### config.mk
export PLATFORM = sky130hd
export DESIGN_NAME = apb_coherent_load_register
export DESIGN_NICKNAME = d
export VERILOG_FILES = /design/src/design/coherent_load_pkg.sv /design/src/design/apb_coherent_load_register.sv
export SDC_FILE = /design/constraint.sdc
export NUM_CORES = 1
export LEC_CHECK = 0
export CORE_UTILIZATION = 60
export CTS_CLUSTER_SIZE = 10
export DETAILED_ROUTE_END_ITERATION = 7
export DONT_BUFFER_PORTS = 1
export HOLD_SLACK_MARGIN = 0.12
export PLACE_DENSITY = 0.78
export SLEW_MARGIN = 15
export SYNTH_ARGS = -nofsm -noshare
export SYNTH_HDL_FRONTEND = slang
export SYNTH_SLANG_ARGS = --single-unit
### constraint.sdc
create_clock -name clock_i -period 4.1 [get_ports clock_i]
set_input_delay 0.205 -clock clock_i [delete_from_list [all_inputs] [get_ports clock_i]]
set_output_delay 0.205 -clock clock_i [all_outputs]
set_load 0.01 [all_outputs]
### src/design/coherent_load_pkg.sv
// package of offsets, field positions and reset values, plus the shadow byte cell
// assumes one bus clock shared with the counter and an active-low reset already synchronised
`timescale 1ns/1ps
`default_nettype none

package coherent_load_pkg;
   localparam int ADDR_W = 8;
   localparam logic [ADDR_W-1:0] LOAD_OFFSET = 8'h00;
   localparam logic [ADDR_W-1:0] CTRL_OFFSET = 8'h04;
   localparam logic [ADDR_W-1:0] COUNT_OFFSET = 8'h08;
   localparam int CTRL_EN_BIT = 0;
   localparam int CTRL_PERIODIC_BIT = 1;
   localparam logic CTRL_EN_RESET = 1'b0;
   localparam logic CTRL_PERIODIC_RESET = 1'b0;
   localparam logic [7:0] SHADOW_RESET = 8'h00;
   localparam int WORD_BYTES = 4;
   localparam int BYTE_W = 8;
endpackage : coherent_load_pkg

module shadow_byte
#(
   parameter int WIDTH = 8,
   parameter logic [WIDTH-1:0] RESET_VALUE = '0
)
(
   // clock and reset
   input wire logic clock_i,
   input wire logic rst_n_i,
   // byte write
   input wire logic write_i,
   input wire logic [WIDTH-1:0] data_i,
   output logic [WIDTH-1:0] data_o
);
   typedef struct packed
   {
      logic [WIDTH-1:0] value;
   } state_s;

   state_s state_reg;
   state_s state_next;

   always_comb
   begin
      state_next = state_reg;
      if (write_i)
      begin
         state_next.value = data_i;
      end
   end

   always_ff @(posedge clock_i or negedge rst_n_i)
   begin
      if (!rst_n_i)
      begin
         state_reg.value <= RESET_VALUE;
      end
      else
      begin
         state_reg <= state_next;
      end
   end

   assign data_o = state_reg.value;
endmodule : shadow_byte

`default_nettype wire

### src/design/apb_coherent_load_register.sv
// apb slave with coherent load register, control register and load-driven down counter
// assumes an apb master on clock_i, the counter on the same clock, writes low byte first
`timescale 1ns/1ps
`default_nettype none

module apb_coherent_load_register
#(
   parameter int DATA_W = 8,
   parameter int LOAD_W = 32
)
(
   // clock and reset
   input wire logic clock_i,
   input wire logic rstn_i,
   // apb slave
   input wire logic psel_i,
   input wire logic penable_i,
   input wire logic pwrite_i,
   input wire logic [coherent_load_pkg::ADDR_W-1:0] paddr_i,
   input wire logic [DATA_W-1:0] pwdata_i,
   output logic [DATA_W-1:0] prdata_o,
   // counter side
   output logic [LOAD_W-1:0] committed_load_value_o,
   output logic counter_load_strobe_o,
   output logic [LOAD_W-1:0] count_o,
   output logic expired_o
);
   localparam int WB = DATA_W / coherent_load_pkg::BYTE_W;
   localparam int UB = (LOAD_W - 1) / coherent_load_pkg::BYTE_W;
   // lane bits that still pick a byte at this bus width
   localparam logic [1:0] LANE_MASK = 2'(coherent_load_pkg::WORD_BYTES - WB);
   // registers sit on word boundaries, the low address bits only select a lane
   localparam int LANE_W = 2;

   typedef struct packed
   {
      logic [DATA_W-1:0] rdata;
      logic [LOAD_W-1:0] load;
      logic strobe;
      logic [LOAD_W-1:0] count;
      logic en;
      logic periodic;
      logic expired;
   } state_s;

   state_s state_reg;
   state_s state_next;
   logic rst_meta_reg;
   logic rst_n;

   // release of the async reset through two flops
   always_ff @(posedge clock_i or negedge rstn_i)
   begin
      if (!rstn_i)
      begin
         rst_meta_reg <= 1'b0;
         rst_n <= 1'b0;
      end
      else
      begin
         rst_meta_reg <= 1'b1;
         rst_n <= rst_meta_reg;
      end
   end

   logic [5:0] word_addr;
   logic [1:0] lane_sel;
   logic [4:0] bit_off;
   logic wr_access;
   logic rd_setup;
   logic wr_load;
   logic wr_ctrl;
   logic rd_load;
   logic rd_ctrl;
   logic rd_count;
   logic [3:0] byte_we;
   logic [7:0] wbyte [4];
   logic [7:0] shadow [4];
   logic commit;
   logic [31:0] commit_word;
   logic [31:0] rd_word;

   assign word_addr = paddr_i[coherent_load_pkg::ADDR_W-1:LANE_W];
   assign lane_sel = paddr_i[LANE_W-1:0] & LANE_MASK;
   assign bit_off = {lane_sel, 3'b000};
   assign wr_access = psel_i && pwrite_i && penable_i;
   assign rd_setup = psel_i && !pwrite_i && !penable_i;
   assign wr_load = wr_access && (word_addr == coherent_load_pkg::LOAD_OFFSET[coherent_load_pkg::ADDR_W-1:LANE_W]);
   assign wr_ctrl = wr_access && (word_addr == coherent_load_pkg::CTRL_OFFSET[coherent_load_pkg::ADDR_W-1:LANE_W]);
   assign rd_load = rd_setup && (word_addr == coherent_load_pkg::LOAD_OFFSET[coherent_load_pkg::ADDR_W-1:LANE_W]);
   assign rd_ctrl = rd_setup && (word_addr == coherent_load_pkg::CTRL_OFFSET[coherent_load_pkg::ADDR_W-1:LANE_W]);
   assign rd_count = rd_setup && (word_addr == coherent_load_pkg::COUNT_OFFSET[coherent_load_pkg::ADDR_W-1:LANE_W]);

   genvar k;
   generate
      for (k = 0; k < 4; k++)
      begin : g_lane
         // lane picked by the low address bits on narrow buses
         assign wbyte[k] = pwdata_i[(k % WB) * 8 +: 8];
         if (k <= UB)
         begin : g_used
            assign byte_we[k] = wr_load && ((2'(k) & LANE_MASK) == lane_sel);
         end
         else
         begin : g_unused
            // bits above the register width are dropped
            assign byte_we[k] = 1'b0;
         end
         if (k < UB)
         begin : g_shadow
            // bytes below the upper byte wait here; never built when load fits in one byte
            shadow_byte #(
               .WIDTH(8),
               .RESET_VALUE(coherent_load_pkg::SHADOW_RESET)
            ) u_shadow (
               .clock_i(clock_i),
               .rst_n_i(rst_n),
               .write_i(byte_we[k]),
               .data_i(wbyte[k]),
               .data_o(shadow[k])
            );
            assign commit_word[k*8 +: 8] = byte_we[k] ? wbyte[k] : shadow[k];
         end
         else
         begin : g_direct
            assign shadow[k] = 8'h00;
            assign commit_word[k*8 +: 8] = (k == UB) ? wbyte[k] : 8'h00;
         end
      end
   endgenerate

   // commit on the write that carries the upper byte
   assign commit = byte_we[UB];

   always_comb
   begin
      rd_word = 32'h0000_0000;
      if (rd_load)
      begin
         rd_word = 32'(state_reg.load);
      end
      else if (rd_ctrl)
      begin
         rd_word[coherent_load_pkg::CTRL_EN_BIT] = state_reg.en;
         rd_word[coherent_load_pkg::CTRL_PERIODIC_BIT] = state_reg.periodic;
      end
      else if (rd_count)
      begin
         rd_word = 32'(state_reg.count);
      end
   end

   always_comb
   begin
      state_next = state_reg;
      state_next.strobe = 1'b0;
      state_next.expired = 1'b0;
      // unmapped reads capture zero rather than hold
      if (rd_setup)
      begin
         state_next.rdata = rd_word[bit_off +: DATA_W];
      end
      if (commit)
      begin
         state_next.load = commit_word[LOAD_W-1:0];
         state_next.strobe = 1'b1;
      end
      // control bits all sit in byte 0, so other lanes of the word are dropped
      if (wr_ctrl && lane_sel == '0)
      begin
         state_next.en = pwdata_i[coherent_load_pkg::CTRL_EN_BIT];
         state_next.periodic = pwdata_i[coherent_load_pkg::CTRL_PERIODIC_BIT];
      end
      // the strobe wins over counting so a new value is never skipped
      if (state_reg.strobe)
      begin
         state_next.count = state_reg.load;
      end
      else if (state_reg.en)
      begin
         if (state_reg.count == '0)
         begin
            state_next.expired = 1'b1;
            if (state_reg.periodic)
            begin
               state_next.count = state_reg.load;
            end
         end
         else
         begin
            state_next.count = state_reg.count - 1'b1;
         end
      end
   end

   always_ff @(posedge clock_i or negedge rst_n)
   begin
      if (!rst_n)
      begin
         state_reg.rdata <= '0;
         state_reg.load <= '0;
         state_reg.strobe <= 1'b0;
         state_reg.count <= '0;
         state_reg.en <= coherent_load_pkg::CTRL_EN_RESET;
         state_reg.periodic <= coherent_load_pkg::CTRL_PERIODIC_RESET;
         state_reg.expired <= 1'b0;
      end
      else
      begin
         state_reg <= state_next;
      end
   end

   assign prdata_o = state_reg.rdata;
   assign committed_load_value_o = state_reg.load;
   assign counter_load_strobe_o = state_reg.strobe;
   assign count_o = state_reg.count;
   assign expired_o = state_reg.expired;

   // bus decode and read path
   a_write_decode: assert property (@(posedge clock_i) disable iff (!rst_n)
      (|byte_we) |-> (psel_i && pwrite_i && penable_i))
      else $error("byte write outside access phase");

   a_setup_no_write: assert property (@(posedge clock_i) disable iff (!rst_n)
      (psel_i && pwrite_i && !penable_i) |=> ($stable(committed_load_value_o) && !counter_load_strobe_o))
      else $error("write acted in setup phase");

   a_read_capture: assert property (@(posedge clock_i) disable iff (!rst_n)
      (rd_setup && rd_ctrl) |=> (prdata_o[coherent_load_pkg::CTRL_EN_BIT] == $past(state_reg.en) || lane_sel != 2'b00))
      else $error("read data not captured");

   a_count_read: assert property (@(posedge clock_i) disable iff (!rst_n)
      (rd_count && lane_sel == '0) |=> (prdata_o == DATA_W'($past(count_o))))
      else $error("count read data wrong");

   a_read_hold: assert property (@(posedge clock_i) disable iff (!rst_n)
      !rd_setup |=> $stable(prdata_o))
      else $error("read data moved without read");

   a_unmapped_zero: assert property (@(posedge clock_i) disable iff (!rst_n)
      (rd_setup && !rd_load && !rd_ctrl && !rd_count) |=> (prdata_o == '0))
      else $error("unmapped read not zero");

   // coherent commit and counter
   a_shadow_holds: assert property (@(posedge clock_i) disable iff (!rst_n)
      (wr_load && !byte_we[UB]) |=> ($stable(committed_load_value_o) && !counter_load_strobe_o))
      else $error("lower byte changed committed value");

   a_commit_strobe: assert property (@(posedge clock_i) disable iff (!rst_n)
      commit |=> (counter_load_strobe_o && committed_load_value_o == $past(commit_word[LOAD_W-1:0])) ##1
      !counter_load_strobe_o)
      else $error("commit did not pulse strobe once");

   a_strobe_loads: assert property (@(posedge clock_i) disable iff (!rst_n)
      counter_load_strobe_o |=> (count_o == $past(committed_load_value_o)))
      else $error("counter not loaded on strobe");

   a_periodic_reload: assert property (@(posedge clock_i) disable iff (!rst_n)
      (!state_reg.strobe && state_reg.en && state_reg.periodic && count_o == '0)
      |=> (count_o == $past(committed_load_value_o) && expired_o)) else $error("periodic reload missed");

   // control register, lanes and reset
   a_ctrl_write: assert property (@(posedge clock_i) disable iff (!rst_n)
      (wr_ctrl && lane_sel == '0) |=> (state_reg.en == $past(pwdata_i[coherent_load_pkg::CTRL_EN_BIT])))
      else $error("control write not taken");

   a_ctrl_lanes: assert property (@(posedge clock_i) disable iff (!rst_n)
      (wr_ctrl && lane_sel != '0) |=> ($stable(state_reg.en) && $stable(state_reg.periodic)))
      else $error("control changed by an unused lane");

   a_lane_count: assert property (@(posedge clock_i) disable iff (!rst_n)
      (|byte_we) |-> ($countones(byte_we) <= WB))
      else $error("more byte lanes written than the bus carries");

   a_reset_clear: assert property (@(posedge clock_i)
      !rst_n |-> (committed_load_value_o == '0 && count_o == '0 && !counter_load_strobe_o))
      else $error("state not cleared in reset");
endmodule : apb_coherent_load_register

`default_nettype wire

==> flow_summary_export.csv, run 1 <==
group,metric,value,unit
timing,fin_skew,13.0,ps
placed_design,dp_hpwl,11700,um
yosys,synth_top_family_by_area,"compound AO/OA/AOI/OAI gates",
global_route,grt_pass1_wl,25400,um
critical_path,path_cells,"nor4_1 > and4_1 > a41o_1 > buf_4 > a21oi_1 > o22a_1",
clocking,cts_tree,"yes",
finish,layoutNonFillerInstCount,629,
route,routed_via_density,7.08,
timing,finalHoldViolations,0,
timing,max_freq,305,MHz
power,p_leak,2.50,nW
clocking,cts_sinks,102,
critical_path,required,4380,ps
clocking,cts_buffer_depth,2,
power,ir_drop,0.274,mV
critical_path,r2r_cells,6,
critical_path,crit_slowest_cell,"nor4_1",
yosys,synthMuxAreaShare,0.157,
yosys,syn_area,0.00598,sq mm
timing,fin_crit_sh,0.800,
finish,area_growth,-1.51,%
yosys,syn-mean-instance-area,10.6,sq um
timing,setup-violations-final,0,
yosys,ys_seq_area_frac,0.427,
worst_hold_path,hp-class,"input pin to flip-flop",
yosys,synth-xor-area-share,0,
yosys,yosys.area_share.simple,0.124,
critical_path,worstPathMaxFanout,19,
critical_path,r2r_end,"count_o[9]",
clocking,clk_pin_slew,110,ps
route,route.detailed.drc,0,
clocking,insertion_delay,380,ps
clocking,htreeDepth,3,
yosys,ys_warn_count,0,
global_route,grt-ovfl-total,0,
floorplanning,die_x,102,um
global_route,grt_start_max_net_pins,78,
global_route,antenna_found_initial,0,
global_route,grt_pass1_vias,4292,
critical_path,r2r_start,"count_o[25]",
timing,slew_headroom,0.318,
yosys,synth-compound-area-share,0.161,
worst_hold_path,worstHoldPathCells,3,
critical_path,cp-startpoint,"count_o[25]",
clocking,cts_resized,0,
placed_design,place.gp.congestion,0.988,
yosys,synth_cells,563,
yosys,synth_nets,586,
floorplanning,fp.coreArea,0.00973,sq mm
critical_path,path_class,"flip-flop to flip-flop",
critical_path,r2r_slack,820,ps
worst_hold_path,min-delay-start,"paddr_i[0]",
route,drtIter0Drc,526,
yosys,synth_flop_cell,"dfrtp_1",
critical_path,critPathMaxStageDelay,730,ps
finish,antenna_cells,0,
timing,finalSetupTns,0,ps
placed_design,place_inst,596,
floorplanning,start_util,0.615,
finish,final_nets,514,
critical_path,cp-start-kind,"flip-flop",
floorplanning,die_area,0.0104,sq mm
clocking,postCtsSetupBuffers,0,
placed_design,portBuffers,0,
clocking,root_buffer,"clkbuf_8",
timing,layout_min_cycle_time,3280,ps
yosys,synth_edf_count,0,
finish,drive_above_1_share,0.214,
run_status,status,"completed",
yosys,synth.ff_latch_count,102,
power,powerDensity,325,mW/mm^2
worst_hold_path,holdPathEnd,"prdata_o[4]",
route,routedWlPerCell,26.7,um
critical_path,cp.arrival,3560,ps
run,maxCapViolations,0,
route,vias,4451,
clocking,cts_made_buffers,9,
route,firstDrtPassIters,7,
floorplanning,die_y,102,um
timing,worst_pin_slew,1020,ps
route,drtAntennaViolNets,0,
placed_design,placed_area,0.00551,sq mm
finish,stdcell_area,0.00589,sq mm
yosys,ys_async_sr_fraction,1.00,
yosys,synthAdderAreaFrac,0.00418,
global_route,grt.total_usage,0.339,
timing,hold_ws,156,ps
timing,rsz0062_at_grt,"false",
timing,slew_viol_final,0,
floorplanning,pin_count,95,
floorplanning,rows,36,
critical_path,end_kind,"flip-flop",
yosys,synth_cell_type_count,64,
route,drt-total-wl,16800,um
## worst max-delay path by stage
| stage | cells past startpoint | to | slack, ps |
|---|---|---|---|
| after detailed placement | 6 | count_o[17] | 930 |
| after global placement | 6 | count_o[18] | 990 |
| after floorplan | 0 | committed_load_value_o[0] | 1050 |
| after CTS | 6 | count_o[17] | 900 |
| final | 6 | count_o[9] | 820 |
| after global routing | 5 | count_o[16] | 680 |
## synth_stat cells, drive strengths merged (5+ instances only)
cell type	instances	share of area
a21oi	16	0.013
a22o	13	0.019
a22oi	13	0.016
a32oi	8	0.012
and2	6	0.0063
buf	90	0.11
clkbuf	15	0.0094
dfrtp	102	0.43
inv	18	0.011
mux2	63	0.12
mux2i	7	0.012
mux4	7	0.026
nand2	26	0.016
nand3	9	0.0075
nand4	6	0.0063
nor2	26	0.016
nor3	18	0.015
nor4	16	0.022
o21ai	18	0.016
o22a	9	0.013
o22ai	5	0.0052
o2bb2ai	12	0.018
or4	7	0.010
## critical path: cells and delay by family, from the launching register on
family / cells / cell delay, ps
compound gates: 3 / 1020
buf+inv: 1 / 350
flops: 1 / 510
simple gates: 2 / 1290
## per-layer routing
layer,vias to the layer above,share of wire,global-route usage
met3,53,0.12,0.0999
li1,1889,-,-
met5,-,0,0
met2,309,0.45,0.514
met4,0,0.042,0.170
met1,2200,0.39,0.446
## per-stage QoR
| step | util | total power, mW | worst slack (ps) |
|---|---|---|---|
| 3_3_place_gp | 0.566 | 1.24 | 989 |
| 6_report | 0.606 | 1.92 | 818 |
| 5_1_grt | 0.606 | 1.99 | 685 |
| 4_1_cts | 0.605 | 1.93 | 903 |
| 2_1_floorplan | - | 1.23 | 1050 |
| 3_5_place_dp | 0.566 | 1.24 | 933 |
## layout by cell type, fill, tap and decap left out, types with 3 or more instances in the layout
master,netlist,layout
and2_1,6,6
o21ai_0,5,5
dfrtp_1,102,101
dlygate4sd3_1,0,17
o22ai_1,5,5
a31oi_1,3,3
nor3_1,18,18
a32oi_1,8,8
nand2_1,26,26
o2bb2ai_1,12,12
nand3_1,9,9
or4_1,5,5
a222oi_1,3,3
a211oi_1,3,3
mux2i_1,7,7
a22o_1,13,13
mux4_2,7,7
inv_1,18,18
o22a_1,9,9
o21ai_1,12,12
a22oi_1,13,13
buf_4,76,5
clkbuf_8,0,10
nand4_1,6,6
and3_1,4,4
nor2_1,26,26
mux2_2,63,63
nor4_2,3,3
nor4_1,12,12
a211o_1,3,3
a21oi_1,16,16
## cell families after synthesis
kind of cell | Yosys count
muxes | 77
DFF | 102
buffers and inverters | 123
AOI/OAI and AO/OA | 125
other | 1
adders and majority gates | 2
and+or+nand+nor | 133
## area by class of cell
cell class,count,area [sq um]
Fill cell,818,3830
Sequential cell,102,2560
Tap cell,133,166
Inverter,18,67.6
Multi-Input combinational cell,338,2690
Clock inverter,5,65.1
Clock buffer,11,141
Timing Repair Buffer,22,208
## repair_timing
item,4_1_cts,5_1_grt
hold buffers,17,0
endpoints found under the hold margin,40,0
endpoints found under the setup margin,0,0
## power breakdown
part | switching, mW | leakage [nW] | internal [mW]
clock network | 0.368 | 0.0981 | 0.306
logic | 0.0702 | 1.05 | 0.0624
registers | 0.0761 | 1.35 | 1.03
total | 0.514 | 2.50 | 1.40
(Power assumes the default switching activity.)
==> run 2, diff against run 1 <==
--- a/config.mk
+++ b/config.mk
@@ -5,6 +5,7 @@
 export SDC_FILE = /design/constraint.sdc
 export NUM_CORES = 1
 export LEC_CHECK = 0
+export ABC_AREA = 1
 export CORE_UTILIZATION = 60
 export CTS_CLUSTER_SIZE = 10
 export DETAILED_ROUTE_END_ITERATION = 7
==> constraint.sdc (replaced) <==
create_clock -name clock_i -period 3.3 [get_ports clock_i]
set_input_delay 0.165 -clock clock_i [delete_from_list [all_inputs] [get_ports clock_i]]
set_output_delay 0.165 -clock clock_i [all_outputs]
set_load 0.01 [all_outputs]
==> run 2 against run 1 <==
Net effect: synthesized cell count rose by 64%; wire length rose by 9.0%; register-to-register slack improved by 150 ps; die area rose by 9.1%; cell count rose by 59%; final area rose by 7.9%; clock skew fell by 4.4 ps; non-clock buffer count fell by 5; critical path depth rose by 4; sequential share of layout area fell by 3.2 points; combinational power rose to 15 times the previous value; critical endpoint is now count_o[3]; largest power group is now combinational cells.
==> flow_summary_export.csv, run 2 <==
group,metric,value,unit
run_status,status,"completed",
yosys,ys_top_cells_by_area,"dfrtp_1, nand2_1, buf_4, inv_1, nand3_1",
timing,fin_skew,8.65,ps
timing,layout_min_cycle_time,2330,ps
critical_path,end_kind,"flip-flop",
floorplanning,die_y,106,um
clocking,root_buffer,"clkbuf_8",
floorplanning,fp.coreArea,0.0105,sq mm
timing,finalHoldViolations,0,
timing,fin_crit_sh,0.707,
floorplanning,pin_count,95,
clocking,cts_sinks,102,
worst_hold_path,holdPathEnd,"counter_load_strobe_o",
clocking,postCtsSetupBuffers,0,
finish,mostFrequentLayoutCells,"nand2_1, inv_1, dfrtp_1",
worst_hold_path,hp-class,"input pin to flip-flop",
finish,layout_commonest_cell,"nand2_1",
power,p_switching,2.15,mW
power,clkPwrFrac,0.192,
global_route,antenna_found_initial,0,
placed_design,place.gp.congestion,1.06,
placed_design,dp_hpwl,13300,um
timing,max_freq,428,MHz
power,p_int,2.39,mW
yosys,synth.most_common_cell,"nand2_1",
clocking,cts_made_buffers,9,
route,wl_met3,2030,um
timing,hold_ws,192,ps
floorplanning,die_area,0.0113,sq mm
critical_path,critPathMaxStageDelay,690,ps
clocking,cts_resized,0,
critical_path,cp-startpoint,"count_o[0]",
power,powerDensity,715,mW/mm^2
critical_path,cpMostUsedCell,"nand2_1",
critical_path,r2r_cells,10,
timing,worst_pin_slew,862,ps
global_route,grt_pass1_wl,28900,um
worst_hold_path,worstHoldPathCells,2,
clocking,insertion_delay,380,ps
global_route,grt_pass1_vias,5304,
yosys,syn_area,0.00654,sq mm
yosys,ys_warn_count,0,
finish,layoutNonFillerInstCount,997,
critical_path,cp.arrival,2660,ps
power,pwr-share-comb,0.446,
floorplanning,die_x,106,um
critical_path,r2r_slack,970,ps
route,drtIter0Drc,650,
clocking,clk_pin_slew,110,ps
critical_path,r2r_start,"count_o[0]",
power,pwr-share-seq,0.362,
global_route,grt-ovfl-total,0,
timing,setup-violations-final,0,
timing,finalSetupTns,0,ps
finish,final_nets,879,
route,vias,5674,
yosys,synth_cell_type_count,35,
route,firstDrtPassIters,6,
clocking,htreeDepth,3,
timing,slew_headroom,0.423,
finish,nFillCells,1001,
power,power,4.55,mW
route,drt-total-wl,18300,um
placed_design,place_inst,969,
route,route.detailed.drc,0,
timing,slew_viol_final,0,
timing,rsz0062_at_grt,"false",
yosys,ys_top_cells_by_count,"nand2_1, inv_1, dfrtp_1, buf_4, nand3_1",
route,routed_via_density,5.69,
finish,antenna_cells,0,
placed_design,portBuffers,0,
power,ir_drop,0.296,mV
yosys,synth_nets,949,
floorplanning,rows,37,
critical_path,cp-start-kind,"flip-flop",
power,swShare,0.473,
critical_path,crit_slowest_cell,"o21ai_4",
route,drtAntennaViolNets,0,
clocking,cts_tree,"yes",
route,met1Wirelength,7410,um
yosys,synth.ff_latch_count,102,
critical_path,required,3620,ps
route,route.met2.wl,8250,um
run,maxCapViolations,0,
yosys,yosysTopAreaCell,"dfrtp_1",
yosys,synth_edf_count,0,
worst_hold_path,min-delay-start,"pwrite_i",
route,routedWlPerCell,18.3,um
floorplanning,start_util,0.625,
global_route,grt_start_max_net_pins,54,
critical_path,r2r_end,"count_o[3]",
global_route,grt.total_usage,0.338,
yosys,syn-mean-instance-area,7.06,sq um
critical_path,path_cells,"inv_1 > ha_1 > nand2_1 > nor2_1 > nand3_2 > o21ai_4 > nand2_1 > nand2_1 > nand2_1 > nand2_1",
finish,area_growth,-2.74,%
yosys,ys_async_sr_fraction,1.00,
route,top_layer,"met4",
critical_path,worstPathMaxFanout,32,
clocking,cts_buffer_depth,2,
yosys,ys_seq_area_frac,0.390,
finish,drive_above_1_share,0.0767,
yosys,synth_top_cell_area_share,0.390,
yosys,synth_cells,926,
power,p_leak,3.24,nW
clocking,cts_hold_buf,12,
critical_path,path_class,"flip-flop to flip-flop",
yosys,synth_flop_cell,"dfrtp_1",
finish,fin_util,0.608,
==> run 2: cell types whose count changed after synthesis, moves of 12 or more <==
cell | previous run | this run
mux2_2 | 63 | 0
a22o_1 | 13 | 0
clkbuf_1 | 15 | 2
inv_1 | 18 | 110
nor2_1 | 26 | 67
o21ai_0 | 5 | 58
nand2_1 | 26 | 303
o21ai_1 | 12 | 26
a22oi_1 | 13 | 0
nor3_1 | 18 | 0
o2bb2ai_1 | 12 | 0
nand3_1 | 9 | 74
==> run 2: critical path, delay by kind of cell (launching register included) <==
family / cells / cell delay, ps
compound gates: 1 / 690
fa+ha+maj: 1 / 190
buf+inv: 1 / 180
flops: 1 / 450
simple gates: 7 / 770
==> run 2: worst max-delay path by stage <==
stage,endpoint
final,count_o[3]
after global routing,count_o[3]
after CTS,count_o[30]
after detailed placement,count_o[30]
after global placement,count_o[3]
after floorplan,committed_load_value_o[0]
==> run 2: area by class of cell <==
cell class,instances,area (sq um),area share
timing repair buffer,17,170,0.0268
clock buffer,10,138,0.0216
inverter,113,427,0.0671
clock inverter,6,75.1,0.0118
sequential,102,2560,0.402
multi-input combinational,613,2820,0.444
tap,136,170,0.0268
==> run 2: layer usage <==
| metal | vias up | global-route usage |
|---|---|---|
| met5 | - | 0 |
| met4 | 0 | 0.139 |
| met3 | 53 | 0.0809 |
| met2 | 347 | 0.520 |
| met1 | 2601 | 0.458 |
| li1 | 2673 | - |
==> run 2: power by group through the flow <==
stage          Clock (mW)  Sequential [mW]  Combinational (mW)
3_3_place_gp            0             1.66                1.94
4_1_cts             0.870             1.64                1.97
3_5_place_dp            0             1.67                1.94
6_report            0.872             1.65                2.03
2_1_floorplan           0             1.53                1.81
5_1_grt             0.921             1.66                2.27
==> run 2: per-stage QoR <==
stage,setup WS (ps),area (sq um)
after CTS,1010,6360
after detailed placement,1040,6030
after floorplan,248,6540
after global placement,1040,6030
final,966,6360
after global routing,775,6360
==> run 2: cells by family after synthesis <==
kind of cell               Yosys count  synth area share
AOI/OAI and AO/OA                  109            0.0917
xor gates and xnor gates             8            0.0107
adders and majority gates            2           0.00383
buffers and inverters              211             0.179
DFF                                102             0.390
other                                1          0.000574
and+or+nand+nor                    493             0.324
